--- src/pkg/quad_timer_pkg.sv ---
// Package for the quad timer/counter block: register indexes, field
// positions, reset values and timing counts.
// Assumes a 10 MHz system clock and a register bus with byte address = 4 * index.
package quad_timer_pkg;

   // Register indexes; byte address on the bus is four times the index
   localparam logic [7:0] IDX_RUN_FLAG_CTRL  = 8'h88;
   localparam logic [7:0] IDX_MODE_SELECT    = 8'h89;
   localparam logic [7:0] IDX_T0_COUNT_LOW   = 8'h8A;
   localparam logic [7:0] IDX_T1_COUNT_LOW   = 8'h8B;
   localparam logic [7:0] IDX_T0_COUNT_HIGH  = 8'h8C;
   localparam logic [7:0] IDX_T1_COUNT_HIGH  = 8'h8D;
   localparam logic [7:0] IDX_PIN_OUT_ENABLE = 8'h93;
   localparam logic [7:0] IDX_MISC_OPTION    = 8'h94;
   localparam logic [7:0] IDX_SHARED_FLAGS   = 8'h95;
   localparam logic [7:0] IDX_T2_CONTROL     = 8'hC8;
   localparam logic [7:0] IDX_T2_RCAP_LOW    = 8'hCA;
   localparam logic [7:0] IDX_T2_RCAP_HIGH   = 8'hCB;
   localparam logic [7:0] IDX_T2_COUNT_LOW   = 8'hCC;
   localparam logic [7:0] IDX_T2_COUNT_HIGH  = 8'hCD;
   localparam logic [7:0] IDX_AUX_CONTROL    = 8'hF8;

   // Reset values
   localparam logic [7:0] RST_BYTE_ZERO      = 8'h00;
   localparam logic [7:0] RST_AUX_CONTROL    = 8'h0C;

   // Run/flag control fields
   localparam int BIT_T1_OVF_FLAG  = 7;
   localparam int BIT_T1_RUN       = 6;
   localparam int BIT_T0_OVF_FLAG  = 5;
   localparam int BIT_T0_RUN       = 4;
   // Mode select fields
   localparam int BIT_T1_GATING    = 7;
   localparam int BIT_T1_COUNT_SEL = 6;
   localparam int LSB_T1_LAYOUT    = 4;
   localparam int BIT_T0_GATING    = 3;
   localparam int BIT_T0_COUNT_SEL = 2;
   localparam int LSB_T0_LAYOUT    = 0;
   // Timer2 control fields
   localparam int BIT_T2_OVF_FLAG  = 7;
   localparam int BIT_T2_TRIG_FLAG = 6;
   localparam int BIT_RX_BAUD_T2   = 5;
   localparam int BIT_TX_BAUD_T2   = 4;
   localparam int BIT_T2_TRIG_EN   = 3;
   localparam int BIT_T2_RUN       = 2;
   localparam int BIT_T2_COUNT_SEL = 1;
   localparam int BIT_T2_CAPTURE   = 0;
   // Option, flag, aux and pin-output fields
   localparam int BIT_T3_CLK_SEL   = 6;
   localparam int LSB_T3_RATE      = 0;
   localparam int BIT_T3_FLAG      = 0;
   localparam int BIT_T3_CLEAR     = 6;
   localparam int BIT_T2_DIV2_OE   = 6;
   localparam int BIT_T0_DIV64_OE  = 4;

   // Layout encodings
   localparam logic [1:0] LAYOUT_13BIT  = 2'h0;
   localparam logic [1:0] LAYOUT_16BIT  = 2'h1;
   localparam logic [1:0] LAYOUT_RELOAD = 2'h2;
   localparam logic [1:0] LAYOUT_SPLIT  = 2'h3;

   // Timing counts
   localparam int          TIME_BASE_CYCLES = 2;
   localparam logic [4:0]  T0_OUT_HALF      = 5'h1F;
   localparam logic [8:0]  FAST_RC_DIV_LAST = 9'h1FF;
   localparam logic [16:0] T3_PERIOD_R0     = 17'h08000;
   localparam logic [16:0] T3_PERIOD_R1     = 17'h04000;
   localparam logic [16:0] T3_PERIOD_R2     = 17'h02000;
   localparam logic [16:0] T3_PERIOD_R3     = 17'h10000;

   // Synchronised pin positions
   localparam int PIN_IRQ0 = 0;
   localparam int PIN_IRQ1 = 1;
   localparam int PIN_T0   = 2;
   localparam int PIN_T1   = 3;
   localparam int PIN_T2   = 4;
   localparam int PIN_TRIG = 5;
   localparam int PIN_SLOW = 6;
   localparam int PIN_FAST = 7;
   localparam int PIN_COUNT = 8;

   // One step of an 8-bit pair timer
   typedef struct packed {
      logic [7:0] hi;
      logic [7:0] lo;
      logic       ovf;
   } pair_step_s;

endpackage : quad_timer_pkg

--- src/hw/quad_timer_counter_block.sv ---
// Four timers: two 8/13/16-bit pair timers, a 16-bit reload/capture timer
// and a periodic time base. Assumes Avalon-MM master, asynchronous pins.
//
// Added by the designer: the Avalon-MM interface to the registers.
`timescale 1ns/1ps
module quad_timer_counter_block
   import quad_timer_pkg::*;
(
   input  wire logic        i_ref_clk,
   input  wire logic        i_rst_b,
   input  wire logic [9:0]  i_avs_address,
   input  wire logic        i_avs_read,
   input  wire logic        i_avs_write,
   input  wire logic [31:0] i_avs_writedata,
   input  wire logic [3:0]  i_avs_byteenable,
   output logic      [31:0] o_avs_readdata_q,
   output logic             o_avs_waitrequest_q,
   input  wire logic        i_ext_irq0_pin,
   input  wire logic        i_ext_irq1_pin,
   input  wire logic        i_timer0_count_pin,
   input  wire logic        i_timer1_count_pin,
   input  wire logic        i_timer2_count_pin,
   input  wire logic        i_timer2_trigger_pin,
   input  wire logic        i_slow_rc_clock,
   input  wire logic        i_fast_rc_clock,
   input  wire logic        i_timer0_vector_ack,
   input  wire logic        i_timer1_vector_ack,
   input  wire logic        i_timer3_vector_ack,
   output logic             o_timer0_overflow_flag_q,
   output logic             o_timer1_overflow_flag_q,
   output logic             o_timer2_overflow_flag_q,
   output logic             o_timer2_trigger_flag_q,
   output logic             o_timer3_period_flag_q,
   output logic             o_timer0_div64_out_q,
   output logic             o_timer0_div64_oe_q,
   output logic             o_timer2_div2_out_q,
   output logic             o_timer2_div2_oe_q,
   output logic             o_uart_rx_baud_tick_q,
   output logic             o_uart_tx_baud_tick_q
);

   function automatic pair_step_s pair_step(input logic [1:0] mode,
                                            input logic [7:0] hi,
                                            input logic [7:0] lo);
      pair_step_s r;
      logic [13:0] s13;
      logic [16:0] s16;
      logic [8:0]  s8;
      r   = '{hi: hi, lo: lo, ovf: 1'b0};
      s13 = {1'b0, hi, lo[4:0]} + 14'h0001;
      s16 = {1'b0, hi, lo} + 17'h00001;
      s8  = {1'b0, lo} + 9'h001;
      case (mode)
         LAYOUT_13BIT: begin
            r.hi  = s13[12:5];
            r.lo  = {lo[7:5], s13[4:0]};
            r.ovf = s13[13];
         end
         LAYOUT_16BIT: begin
            r.hi  = s16[15:8];
            r.lo  = s16[7:0];
            r.ovf = s16[16];
         end
         LAYOUT_RELOAD: begin
            r.lo  = s8[8] ? hi : s8[7:0];
            r.ovf = s8[8];
         end
         default: begin
            r.lo  = s8[7:0];
            r.ovf = s8[8];
         end
      endcase
      return r;
   endfunction : pair_step

   // Bus slave
   logic       rd_req;
   logic       wr_take;
   logic [7:0] idx;
   logic [7:0] wd;
   logic [7:0] rd_byte;

   // Registers
   logic [7:0]  timer_run_flag_control_q;
   logic [7:0]  timer_mode_select_q;
   logic [7:0]  t0_lo_q, t0_hi_q, t1_lo_q, t1_hi_q;
   logic [7:0]  pin_out_q;
   logic [7:0]  option_q;
   logic [7:0]  shared_flags_q;
   logic [5:0]  t2_ctrl_q;
   logic [15:0] t2_cnt_q;
   logic [15:0] t2_rcap_q;
   logic [7:0]  aux_q;

   // Pins and time base
   logic [PIN_COUNT-1:0] sync1_q, sync2_q, sync3_q, level_q;
   logic [PIN_COUNT-1:0] pin_fall, pin_rise;
   logic                 base_phase_q;
   logic                 base_tick;

   // Timer state
   pair_step_s  t0_nx, t1_nx;
   logic        t0_hi_ovf;
   logic        t0_inc, t1_inc, t0_hi_inc;
   logic        t1_run;
   logic        tf0_q, tf1_q, tf2_q, timer2_trigger_flag_q, tf3_q;
   logic        baud_t2, trig_act, t2_inc, t2_ovf;
   logic [15:0] t2_cnt_d, t2_rcap_d;
   logic [16:0] t3_cnt_q;
   logic [16:0] t3_period;
   logic        t3_src, t3_fire;
   logic [8:0]  frc_div_q;
   logic [4:0]  t0_out_cnt_q;

   assign idx     = i_avs_address[9:2];
   assign wd      = i_avs_writedata[7:0];
   assign rd_req  = i_avs_read && !i_avs_write;
   assign wr_take = i_avs_write && !o_avs_waitrequest_q && i_avs_byteenable[0];

   // Answer one cycle after the request is presented
   always_ff @(posedge i_ref_clk or negedge i_rst_b) begin
      if (!i_rst_b) begin
         o_avs_waitrequest_q <= 1'b1;
      end else if ((i_avs_read || i_avs_write) && o_avs_waitrequest_q) begin
         o_avs_waitrequest_q <= 1'b0;
      end else begin
         o_avs_waitrequest_q <= 1'b1;
      end
   end

   always_comb begin
      case (idx)
         IDX_RUN_FLAG_CTRL:  rd_byte = {tf1_q, timer_run_flag_control_q[6], tf0_q, timer_run_flag_control_q[4:0]};
         IDX_MODE_SELECT:    rd_byte = timer_mode_select_q;
         IDX_T0_COUNT_LOW:   rd_byte = t0_lo_q;
         IDX_T1_COUNT_LOW:   rd_byte = t1_lo_q;
         IDX_T0_COUNT_HIGH:  rd_byte = t0_hi_q;
         IDX_T1_COUNT_HIGH:  rd_byte = t1_hi_q;
         IDX_PIN_OUT_ENABLE: rd_byte = pin_out_q;
         IDX_MISC_OPTION:    rd_byte = option_q;
         IDX_SHARED_FLAGS:   rd_byte = {shared_flags_q[7:1], tf3_q};
         IDX_T2_CONTROL:     rd_byte = {tf2_q, timer2_trigger_flag_q, t2_ctrl_q};
         IDX_T2_RCAP_LOW:    rd_byte = t2_rcap_q[7:0];
         IDX_T2_RCAP_HIGH:   rd_byte = t2_rcap_q[15:8];
         IDX_T2_COUNT_LOW:   rd_byte = t2_cnt_q[7:0];
         IDX_T2_COUNT_HIGH:  rd_byte = t2_cnt_q[15:8];
         IDX_AUX_CONTROL:    rd_byte = aux_q;
         default:            rd_byte = RST_BYTE_ZERO;
      endcase
   end

   always_ff @(posedge i_ref_clk or negedge i_rst_b) begin
      if (!i_rst_b) begin
         o_avs_readdata_q <= 32'h00000000;
      end else if (rd_req && o_avs_waitrequest_q) begin
         o_avs_readdata_q <= {24'h000000, rd_byte};
      end
   end

   // Pin synchronisers; a level counts once stages two and three agree
   genvar gp;
   generate
      for (gp = 0; gp < PIN_COUNT; gp++) begin : g_pin
         always_ff @(posedge i_ref_clk or negedge i_rst_b) begin
            if (!i_rst_b) begin
               sync1_q[gp] <= 1'b0;
               sync2_q[gp] <= 1'b0;
               sync3_q[gp] <= 1'b0;
               level_q[gp] <= 1'b0;
            end else begin
               sync1_q[gp] <= level_sel(gp);
               sync2_q[gp] <= sync1_q[gp];
               sync3_q[gp] <= sync2_q[gp];
               if (sync2_q[gp] == sync3_q[gp]) begin
                  level_q[gp] <= sync3_q[gp];
               end
            end
         end
         assign pin_fall[gp] = level_q[gp] && (sync2_q[gp] == sync3_q[gp]) && !sync3_q[gp];
         assign pin_rise[gp] = !level_q[gp] && (sync2_q[gp] == sync3_q[gp]) && sync3_q[gp];
      end
   endgenerate

   function automatic logic level_sel(input int n);
      logic [PIN_COUNT-1:0] v;
      v = {i_fast_rc_clock, i_slow_rc_clock, i_timer2_trigger_pin, i_timer2_count_pin,
           i_timer1_count_pin, i_timer0_count_pin, i_ext_irq1_pin, i_ext_irq0_pin};
      return v[n];
   endfunction : level_sel

   // Time base: one tick every two system clocks
   always_ff @(posedge i_ref_clk or negedge i_rst_b) begin
      if (!i_rst_b) begin
         base_phase_q <= 1'b0;
      end else begin
         base_phase_q <= !base_phase_q;
      end
   end
   assign base_tick = base_phase_q;

   // Control registers
   always_ff @(posedge i_ref_clk or negedge i_rst_b) begin
      if (!i_rst_b) begin
         timer_run_flag_control_q         <= RST_BYTE_ZERO;
         timer_mode_select_q         <= RST_BYTE_ZERO;
         pin_out_q      <= RST_BYTE_ZERO;
         option_q       <= RST_BYTE_ZERO;
         shared_flags_q <= RST_BYTE_ZERO;
         t2_ctrl_q      <= 6'h00;
         aux_q          <= RST_AUX_CONTROL;
      end else begin
         if (wr_take && idx == IDX_RUN_FLAG_CTRL)  timer_run_flag_control_q         <= wd;
         if (wr_take && idx == IDX_MODE_SELECT)    timer_mode_select_q         <= wd;
         if (wr_take && idx == IDX_PIN_OUT_ENABLE) pin_out_q      <= wd;
         if (wr_take && idx == IDX_MISC_OPTION)    option_q       <= wd;
         if (wr_take && idx == IDX_SHARED_FLAGS)   shared_flags_q <= wd;
         if (wr_take && idx == IDX_T2_CONTROL)     t2_ctrl_q      <= wd[5:0];
         if (wr_take && idx == IDX_AUX_CONTROL) begin
            aux_q <= wd;
         end else begin
            aux_q[BIT_T3_CLEAR] <= 1'b0;
         end
      end
   end

   // Timer0 and Timer1 counting
   assign t1_run = timer_run_flag_control_q[BIT_T1_RUN];
   always_comb begin
      t0_inc = timer_run_flag_control_q[BIT_T0_RUN]
               && (!timer_mode_select_q[BIT_T0_GATING] || level_q[PIN_IRQ0])
               && (timer_mode_select_q[BIT_T0_COUNT_SEL] ? pin_fall[PIN_T0] : base_tick);
      t1_inc = (timer_mode_select_q[LSB_T1_LAYOUT +: 2] != LAYOUT_SPLIT)
               && (t1_run || timer_mode_select_q[LSB_T0_LAYOUT +: 2] == LAYOUT_SPLIT)
               && (!timer_mode_select_q[BIT_T1_GATING] || level_q[PIN_IRQ1])
               && (timer_mode_select_q[BIT_T1_COUNT_SEL] ? pin_fall[PIN_T1] : base_tick);
      t0_hi_inc = (timer_mode_select_q[LSB_T0_LAYOUT +: 2] == LAYOUT_SPLIT) && t1_run && base_tick;
      t0_nx     = '{hi: t0_hi_q, lo: t0_lo_q, ovf: 1'b0};
      t0_hi_ovf = 1'b0;
      if (t0_inc) begin
         t0_nx = pair_step(timer_mode_select_q[LSB_T0_LAYOUT +: 2], t0_hi_q, t0_lo_q);
         t0_nx.hi = (timer_mode_select_q[LSB_T0_LAYOUT +: 2] == LAYOUT_SPLIT) ? t0_hi_q : t0_nx.hi;
      end
      if (t0_hi_inc) begin
         t0_nx.hi  = t0_hi_q + 8'h01;
         t0_hi_ovf = (t0_hi_q == 8'hFF);
      end
      t1_nx = '{hi: t1_hi_q, lo: t1_lo_q, ovf: 1'b0};
      if (t1_inc) begin
         t1_nx = pair_step(timer_mode_select_q[LSB_T1_LAYOUT +: 2], t1_hi_q, t1_lo_q);
      end
   end

   always_ff @(posedge i_ref_clk or negedge i_rst_b) begin
      if (!i_rst_b) begin
         t0_lo_q <= RST_BYTE_ZERO;
         t0_hi_q <= RST_BYTE_ZERO;
         t1_lo_q <= RST_BYTE_ZERO;
         t1_hi_q <= RST_BYTE_ZERO;
      end else begin
         t0_lo_q <= (wr_take && idx == IDX_T0_COUNT_LOW)  ? wd : t0_nx.lo;
         t0_hi_q <= (wr_take && idx == IDX_T0_COUNT_HIGH) ? wd : t0_nx.hi;
         t1_lo_q <= (wr_take && idx == IDX_T1_COUNT_LOW)  ? wd : t1_nx.lo;
         t1_hi_q <= (wr_take && idx == IDX_T1_COUNT_HIGH) ? wd : t1_nx.hi;
      end
   end

   // Overflow flags; a hardware set wins over any clear
   always_ff @(posedge i_ref_clk or negedge i_rst_b) begin
      if (!i_rst_b) begin
         tf0_q <= 1'b0;
         tf1_q <= 1'b0;
      end else begin
         if (t0_nx.ovf) begin
            tf0_q <= 1'b1;
         end else if (wr_take && idx == IDX_RUN_FLAG_CTRL) begin
            tf0_q <= wd[BIT_T0_OVF_FLAG];
         end else if (i_timer0_vector_ack) begin
            tf0_q <= 1'b0;
         end
         if (t0_hi_ovf || (t1_nx.ovf && timer_mode_select_q[LSB_T0_LAYOUT +: 2] != LAYOUT_SPLIT)) begin
            tf1_q <= 1'b1;
         end else if (wr_take && idx == IDX_RUN_FLAG_CTRL) begin
            tf1_q <= wd[BIT_T1_OVF_FLAG];
         end else if (i_timer1_vector_ack) begin
            tf1_q <= 1'b0;
         end
      end
   end

   // Timer2
   always_comb begin
      baud_t2   = t2_ctrl_q[BIT_RX_BAUD_T2] || t2_ctrl_q[BIT_TX_BAUD_T2];
      trig_act  = t2_ctrl_q[BIT_T2_TRIG_EN] && !baud_t2 && pin_fall[PIN_TRIG];
      t2_inc    = t2_ctrl_q[BIT_T2_RUN]
                  && (t2_ctrl_q[BIT_T2_COUNT_SEL] ? pin_fall[PIN_T2] : base_tick);
      t2_ovf    = t2_inc && (t2_cnt_q == 16'hFFFF);
      t2_cnt_d  = t2_inc ? t2_cnt_q + 16'h0001 : t2_cnt_q;
      t2_rcap_d = t2_rcap_q;
      if (t2_ovf && (baud_t2 || !t2_ctrl_q[BIT_T2_CAPTURE])) begin
         t2_cnt_d = t2_rcap_q;
      end
      if (trig_act && !t2_ctrl_q[BIT_T2_CAPTURE]) begin
         t2_cnt_d = t2_rcap_q;
      end
      if (trig_act && t2_ctrl_q[BIT_T2_CAPTURE]) begin
         t2_rcap_d = t2_cnt_q;
      end
   end

   always_ff @(posedge i_ref_clk or negedge i_rst_b) begin
      if (!i_rst_b) begin
         t2_cnt_q  <= 16'h0000;
         t2_rcap_q <= 16'h0000;
      end else begin
         t2_cnt_q[7:0]   <= (wr_take && idx == IDX_T2_COUNT_LOW)  ? wd : t2_cnt_d[7:0];
         t2_cnt_q[15:8]  <= (wr_take && idx == IDX_T2_COUNT_HIGH) ? wd : t2_cnt_d[15:8];
         t2_rcap_q[7:0]  <= (wr_take && idx == IDX_T2_RCAP_LOW)   ? wd : t2_rcap_d[7:0];
         t2_rcap_q[15:8] <= (wr_take && idx == IDX_T2_RCAP_HIGH)  ? wd : t2_rcap_d[15:8];
      end
   end

   always_ff @(posedge i_ref_clk or negedge i_rst_b) begin
      if (!i_rst_b) begin
         tf2_q  <= 1'b0;
         timer2_trigger_flag_q <= 1'b0;
      end else begin
         if (t2_ovf && !baud_t2) begin
            tf2_q <= 1'b1;
         end else if (wr_take && idx == IDX_T2_CONTROL) begin
            tf2_q <= wd[BIT_T2_OVF_FLAG];
         end
         if (trig_act) begin
            timer2_trigger_flag_q <= 1'b1;
         end else if (wr_take && idx == IDX_T2_CONTROL) begin
            timer2_trigger_flag_q <= wd[BIT_T2_TRIG_FLAG];
         end
      end
   end

   // Timer3 time base
   always_comb begin
      case (option_q[LSB_T3_RATE +: 2])
         2'h0:    t3_period = T3_PERIOD_R0;
         2'h1:    t3_period = T3_PERIOD_R1;
         2'h2:    t3_period = T3_PERIOD_R2;
         default: t3_period = T3_PERIOD_R3;
      endcase
      t3_src  = option_q[BIT_T3_CLK_SEL] ? (pin_rise[PIN_FAST] && frc_div_q == FAST_RC_DIV_LAST)
                                         : pin_rise[PIN_SLOW];
      t3_fire = t3_src && (t3_cnt_q >= t3_period - 17'h00001);
   end

   always_ff @(posedge i_ref_clk or negedge i_rst_b) begin
      if (!i_rst_b) begin
         frc_div_q <= 9'h000;
      end else if (pin_rise[PIN_FAST]) begin
         frc_div_q <= frc_div_q + 9'h001;
      end
   end

   always_ff @(posedge i_ref_clk or negedge i_rst_b) begin
      if (!i_rst_b) begin
         t3_cnt_q <= 17'h00000;
      end else if (wr_take && idx == IDX_AUX_CONTROL && wd[BIT_T3_CLEAR]) begin
         t3_cnt_q <= 17'h00000;
      end else if (t3_fire) begin
         t3_cnt_q <= 17'h00000;
      end else if (t3_src) begin
         t3_cnt_q <= t3_cnt_q + 17'h00001;
      end
   end

   always_ff @(posedge i_ref_clk or negedge i_rst_b) begin
      if (!i_rst_b) begin
         tf3_q <= 1'b0;
      end else if (t3_fire) begin
         tf3_q <= 1'b1;
      end else if (i_timer3_vector_ack) begin
         tf3_q <= 1'b0;
      end else if (wr_take && idx == IDX_SHARED_FLAGS && !wd[BIT_T3_FLAG]) begin
         tf3_q <= 1'b0;
      end
   end

   // Divided overflow outputs and baud ticks
   always_ff @(posedge i_ref_clk or negedge i_rst_b) begin
      if (!i_rst_b) begin
         t0_out_cnt_q          <= 5'h00;
         o_timer0_div64_out_q  <= 1'b0;
         o_timer2_div2_out_q   <= 1'b0;
         o_uart_rx_baud_tick_q <= 1'b0;
         o_uart_tx_baud_tick_q <= 1'b0;
      end else begin
         if (t0_nx.ovf) begin
            t0_out_cnt_q <= t0_out_cnt_q + 5'h01;
            if (t0_out_cnt_q == T0_OUT_HALF) begin
               o_timer0_div64_out_q <= !o_timer0_div64_out_q;
            end
         end
         if (t2_ovf) begin
            o_timer2_div2_out_q <= !o_timer2_div2_out_q;
         end
         o_uart_rx_baud_tick_q <= t2_ctrl_q[BIT_RX_BAUD_T2] ? t2_ovf : t1_nx.ovf;
         o_uart_tx_baud_tick_q <= t2_ctrl_q[BIT_TX_BAUD_T2] ? t2_ovf : t1_nx.ovf;
      end
   end

   assign o_timer0_overflow_flag_q = tf0_q;
   assign o_timer1_overflow_flag_q = tf1_q;
   assign o_timer2_overflow_flag_q = tf2_q;
   assign o_timer2_trigger_flag_q  = timer2_trigger_flag_q;
   assign o_timer3_period_flag_q   = tf3_q;
   assign o_timer0_div64_oe_q      = pin_out_q[BIT_T0_DIV64_OE];
   assign o_timer2_div2_oe_q       = pin_out_q[BIT_T2_DIV2_OE];

endmodule : quad_timer_counter_block

--- config.mk ---
export PLATFORM = sky130hd
export DESIGN_NAME = quad_timer_counter_block
export DESIGN_NICKNAME = d
export VERILOG_FILES = /design/src/pkg/quad_timer_pkg.sv /design/src/hw/quad_timer_counter_block.sv
export SDC_FILE = /design/constraint.sdc
export NUM_CORES = 1
export LEC_CHECK = 0
export ABC_AREA = 1
export ABC_CLOCK_PERIOD_IN_PS = 2700
export BUFFER_PORTS_ARGS = -buffer_cell sky130_fd_sc_hd__buf_2
export CAP_MARGIN = 20
export CORE_ASPECT_RATIO = 1.75
export CORE_MARGIN = 1.5
export CORE_UTILIZATION = 50
export DETAILED_ROUTE_END_ITERATION = 16
export PLACE_DENSITY = 0.81
export SYNTH_ARGS = -nofsm -noshare
export SYNTH_HDL_FRONTEND = slang
export SYNTH_SLANG_ARGS = --single-unit
--- constraint.sdc ---
create_clock -name i_ref_clk -period 2.7 [get_ports i_ref_clk]
set_input_delay 0.54 -clock i_ref_clk [delete_from_list [all_inputs] [get_ports i_ref_clk]]
set_output_delay 0.54 -clock i_ref_clk [all_outputs]
set_load 0.1 [all_outputs]
==> results.cfg <==
[critical_path]
critPathSlowestCell = nor2_2
cp_max_fo = 16
cp-end-kind = flip-flop
worstPathArrival_ps = 2760
cp_slowest_stage_delay_ps = 500
cp_data_required_time_ps = 3090
cp_common_cell = ha_1
start_kind = flip-flop
crit_chain = ha_1, xnor2_1, ha_1, a21o_1, a31oi_1, nand2_1, nor2_2, nand3_1, o21ai_0
critPathKind = reg2reg

[die]
core_area_um2 = 23330
io_pins = 105
start_util_pct = 50.89
dieArea_um2 = 24720
die_h_um = 206.9
die_w_um = 119.5
num_rows = 74

[pwr]
power.total_mw = 6.804
comb_power_share_pct = 11.2
seqPwrFrac_pct = 47.9
switchingPower_mw = 2.081
switching_share_pct = 30.59
p_int_mw = 4.723
power_density_nw_per_um2 = 524.0
p_leak_nw = 6.305
clock_power_share_pct = 41.0
peakVddDrop_v = 0.0004332

[yosys]
synth_top_area_share_pct = 40.89
synth_edf_count = 0
ys.warnings.count = 0
synth_area_leader_cell = dfrtp_1
avgSynthCellArea_um2 = 7.407
synthTopCellsByArea = dfrtp_1 (41%), nand2_1 (15%), nand3_1 (10%)
mappedNetlistArea_um2 = 11870
ys_seq_elements = 197
ys.flop_type = dfrtp_1
ys_types = 47
ys_seq_area_share_pct = 41.55
synth_common_cells = nand2_1 (470), nand3_1 (245), dfrtp_1 (194), inv_1 (153), nor2_1 (108)
synth.most_common_cell = nand2_1
synthArstFlopShare_pct = 100.0
syn_inst = 1603

[layout]
drive_gt1_share_pct = 10.74
area_growth_pct = 9.368
layout.nets = 1721
design_area_um2 = 12990
fillers = 2181
n_antenna_cell = 0
final_util_pct = 55.66
fin_cells = 1961

[place]
dp.cells = 1929
place_area_um2 = 12330
place.gp.congestion = 0.9668
numPortBuffers = 51
dp_slack_ps = 32.82
hpwlAfterDp_um = 25150

[drt]
viasPerCell = 5.729
via_count = 11235
firstDrtPassIters = 9
drtIter0Drc = 924
postRouteWirelength_um = 34430
wl_per_cell_um = 17.56
antenna_left = 0
drc = 0

[timing]
slew_viol_final = 0
rsz0062_at_grt = false
tightest_slew_ps = 818.3
finalCritPeriodShare_pct = 87.96
finClkSkew_ps = 14.64
fin_crit_ps = 2375
finalHoldViolations = 0
setup_slack_ps = 325.1
setup_viol = 0
holdWs_ps = 89.20
slew_headroom_pct = 45.39
fmax_mhz = 421.1
fin_setup_tns_ps = 0

[clock_network]
insertion_delay_ps = 470
cts_tree = done
ctsHoldBuffers = 0
htree_levels = 4
clock-root-buffer = clkbuf_16
postCtsSetupRepairBufs = 0
ctsLongestPathBuffers = 2
clk_pin_slew_worst_paths_ps = 80
numCtsBuffers = 17
clkSinkCount = 197

[run]
drv_cap = 0

[global_routing]
grt_pass1_wl_um = 56080
grt_usage_pct = 29.28
first_global_vias = 10932
antenna_found_initial = 0
grt-ovfl-total = 0
grt_max_degree = 76

[run_status]
status = finished clean

[hold_path]
hold_class = in2async
[placed cells by master (no fill, tap or decap), types with 11 or more instances in the layout]
master	count
nand3_1	245
nor3_1	12
inv_2	12
nand2_1	470
o21ai_1	16
buf_2	50
conb_1	24
buf_4	18
dfrtp_1	194
inv_1	153
a21oi_1	32
xor2_1	30
nand4_1	34
o211ai_1	18
nand3b_1	11
o221ai_1	16
xnor2_1	17
nor2_2	18
nor2_1	107
clkbuf_16	17
o21ai_0	60
ha_1	16
[sequential cells by signal, summed over array words and instances (netlist names), 9 cells and up]
register / cells
frc_div_q: 9
t2_cnt_q: 16
t3_cnt_q: 17
t2_rcap_q: 16
[power by group through the flow]
| stage | clock, mW | sequential, mW | combinational (mW) |
|---|---|---|---|
| after CTS | 2.81 | 3.25 | 0.758 |
| final | 2.79 | 3.26 | 0.760 |
| after global routing | 2.94 | 3.27 | 0.839 |
| after global placement | 0 | 3.30 | 0.733 |
| after detailed placement | 0 | 3.31 | 0.756 |
| after floorplan | 0 | 3.28 | 0.534 |
[kinds of logic after synthesis]
group                      count (synthesis)  share of synthesized area, %
muxes                                      1                       0.08430
buffers and inverters                    238                         9.009
AOI/OAI and AO/OA                        167                         8.483
xor gates and xnor gates                  47                         3.467
adders and majority gates                 20                         2.023
other                                      1                       0.03158
DFF                                      197                         41.55
and+or+nand+nor                          932                         35.35
[routing by layer]
layer,GRT usage (%),wire [um],vias up
met5,0,0,-
met4,24.28,3006,0
met3,4.011,2153,172
met2,49.63,16860,549
met1,32.68,12420,5223
li1,-,-,5291
[path summary, 6_finish.rpt]
kind / cells past startpoint / slack, ps / end / start
max: 9 / 330 / t3_cnt_q[14] / option_q[0]
min reg2reg: 0 / 360 / sync2_q[6] / sync1_q[6]
min: 1 / 90 / frc_div_q[0] / i_rst_b
max reg2reg: 9 / 330 / t3_cnt_q[14] / option_q[0]
min in group i_ref_clk: 1 / 170 / sync1_q[7] / i_fast_rc_clock
max in group asynchronous: 2 / 1830 / t1_hi_q[4] / i_rst_b
[cell type report]
class,count,area [um2],area share [%]
Inverter,166,623.1,4.798
Multi-Input combinational cell,1191,5959,45.89
Clock inverter,15,225.2,1.734
Tap cell,304,380.4,2.929
Timing Repair Buffer,71,439.2,3.382
Sequential cell,197,4933,37.99
Clock buffer,17,425.4,3.276
[timing repair]
item / CTS / global route
resized for setup: 0 / 1
hold endpoints to repair: 0 / 0
endpoints found under the setup margin: 0 / 16
[worst max-delay path, delay by kind of cell (launching register included)]
kind	cells	cell delay, ps
AND/OR/NAND/NOR	3	730
adder cells (fa/ha/maj)	2	560
AO/OA/AOI/OAI	3	440
flip-flops	1	430
XOR/XNOR	1	130
Note: power is estimated with default switching activity, not from simulation.
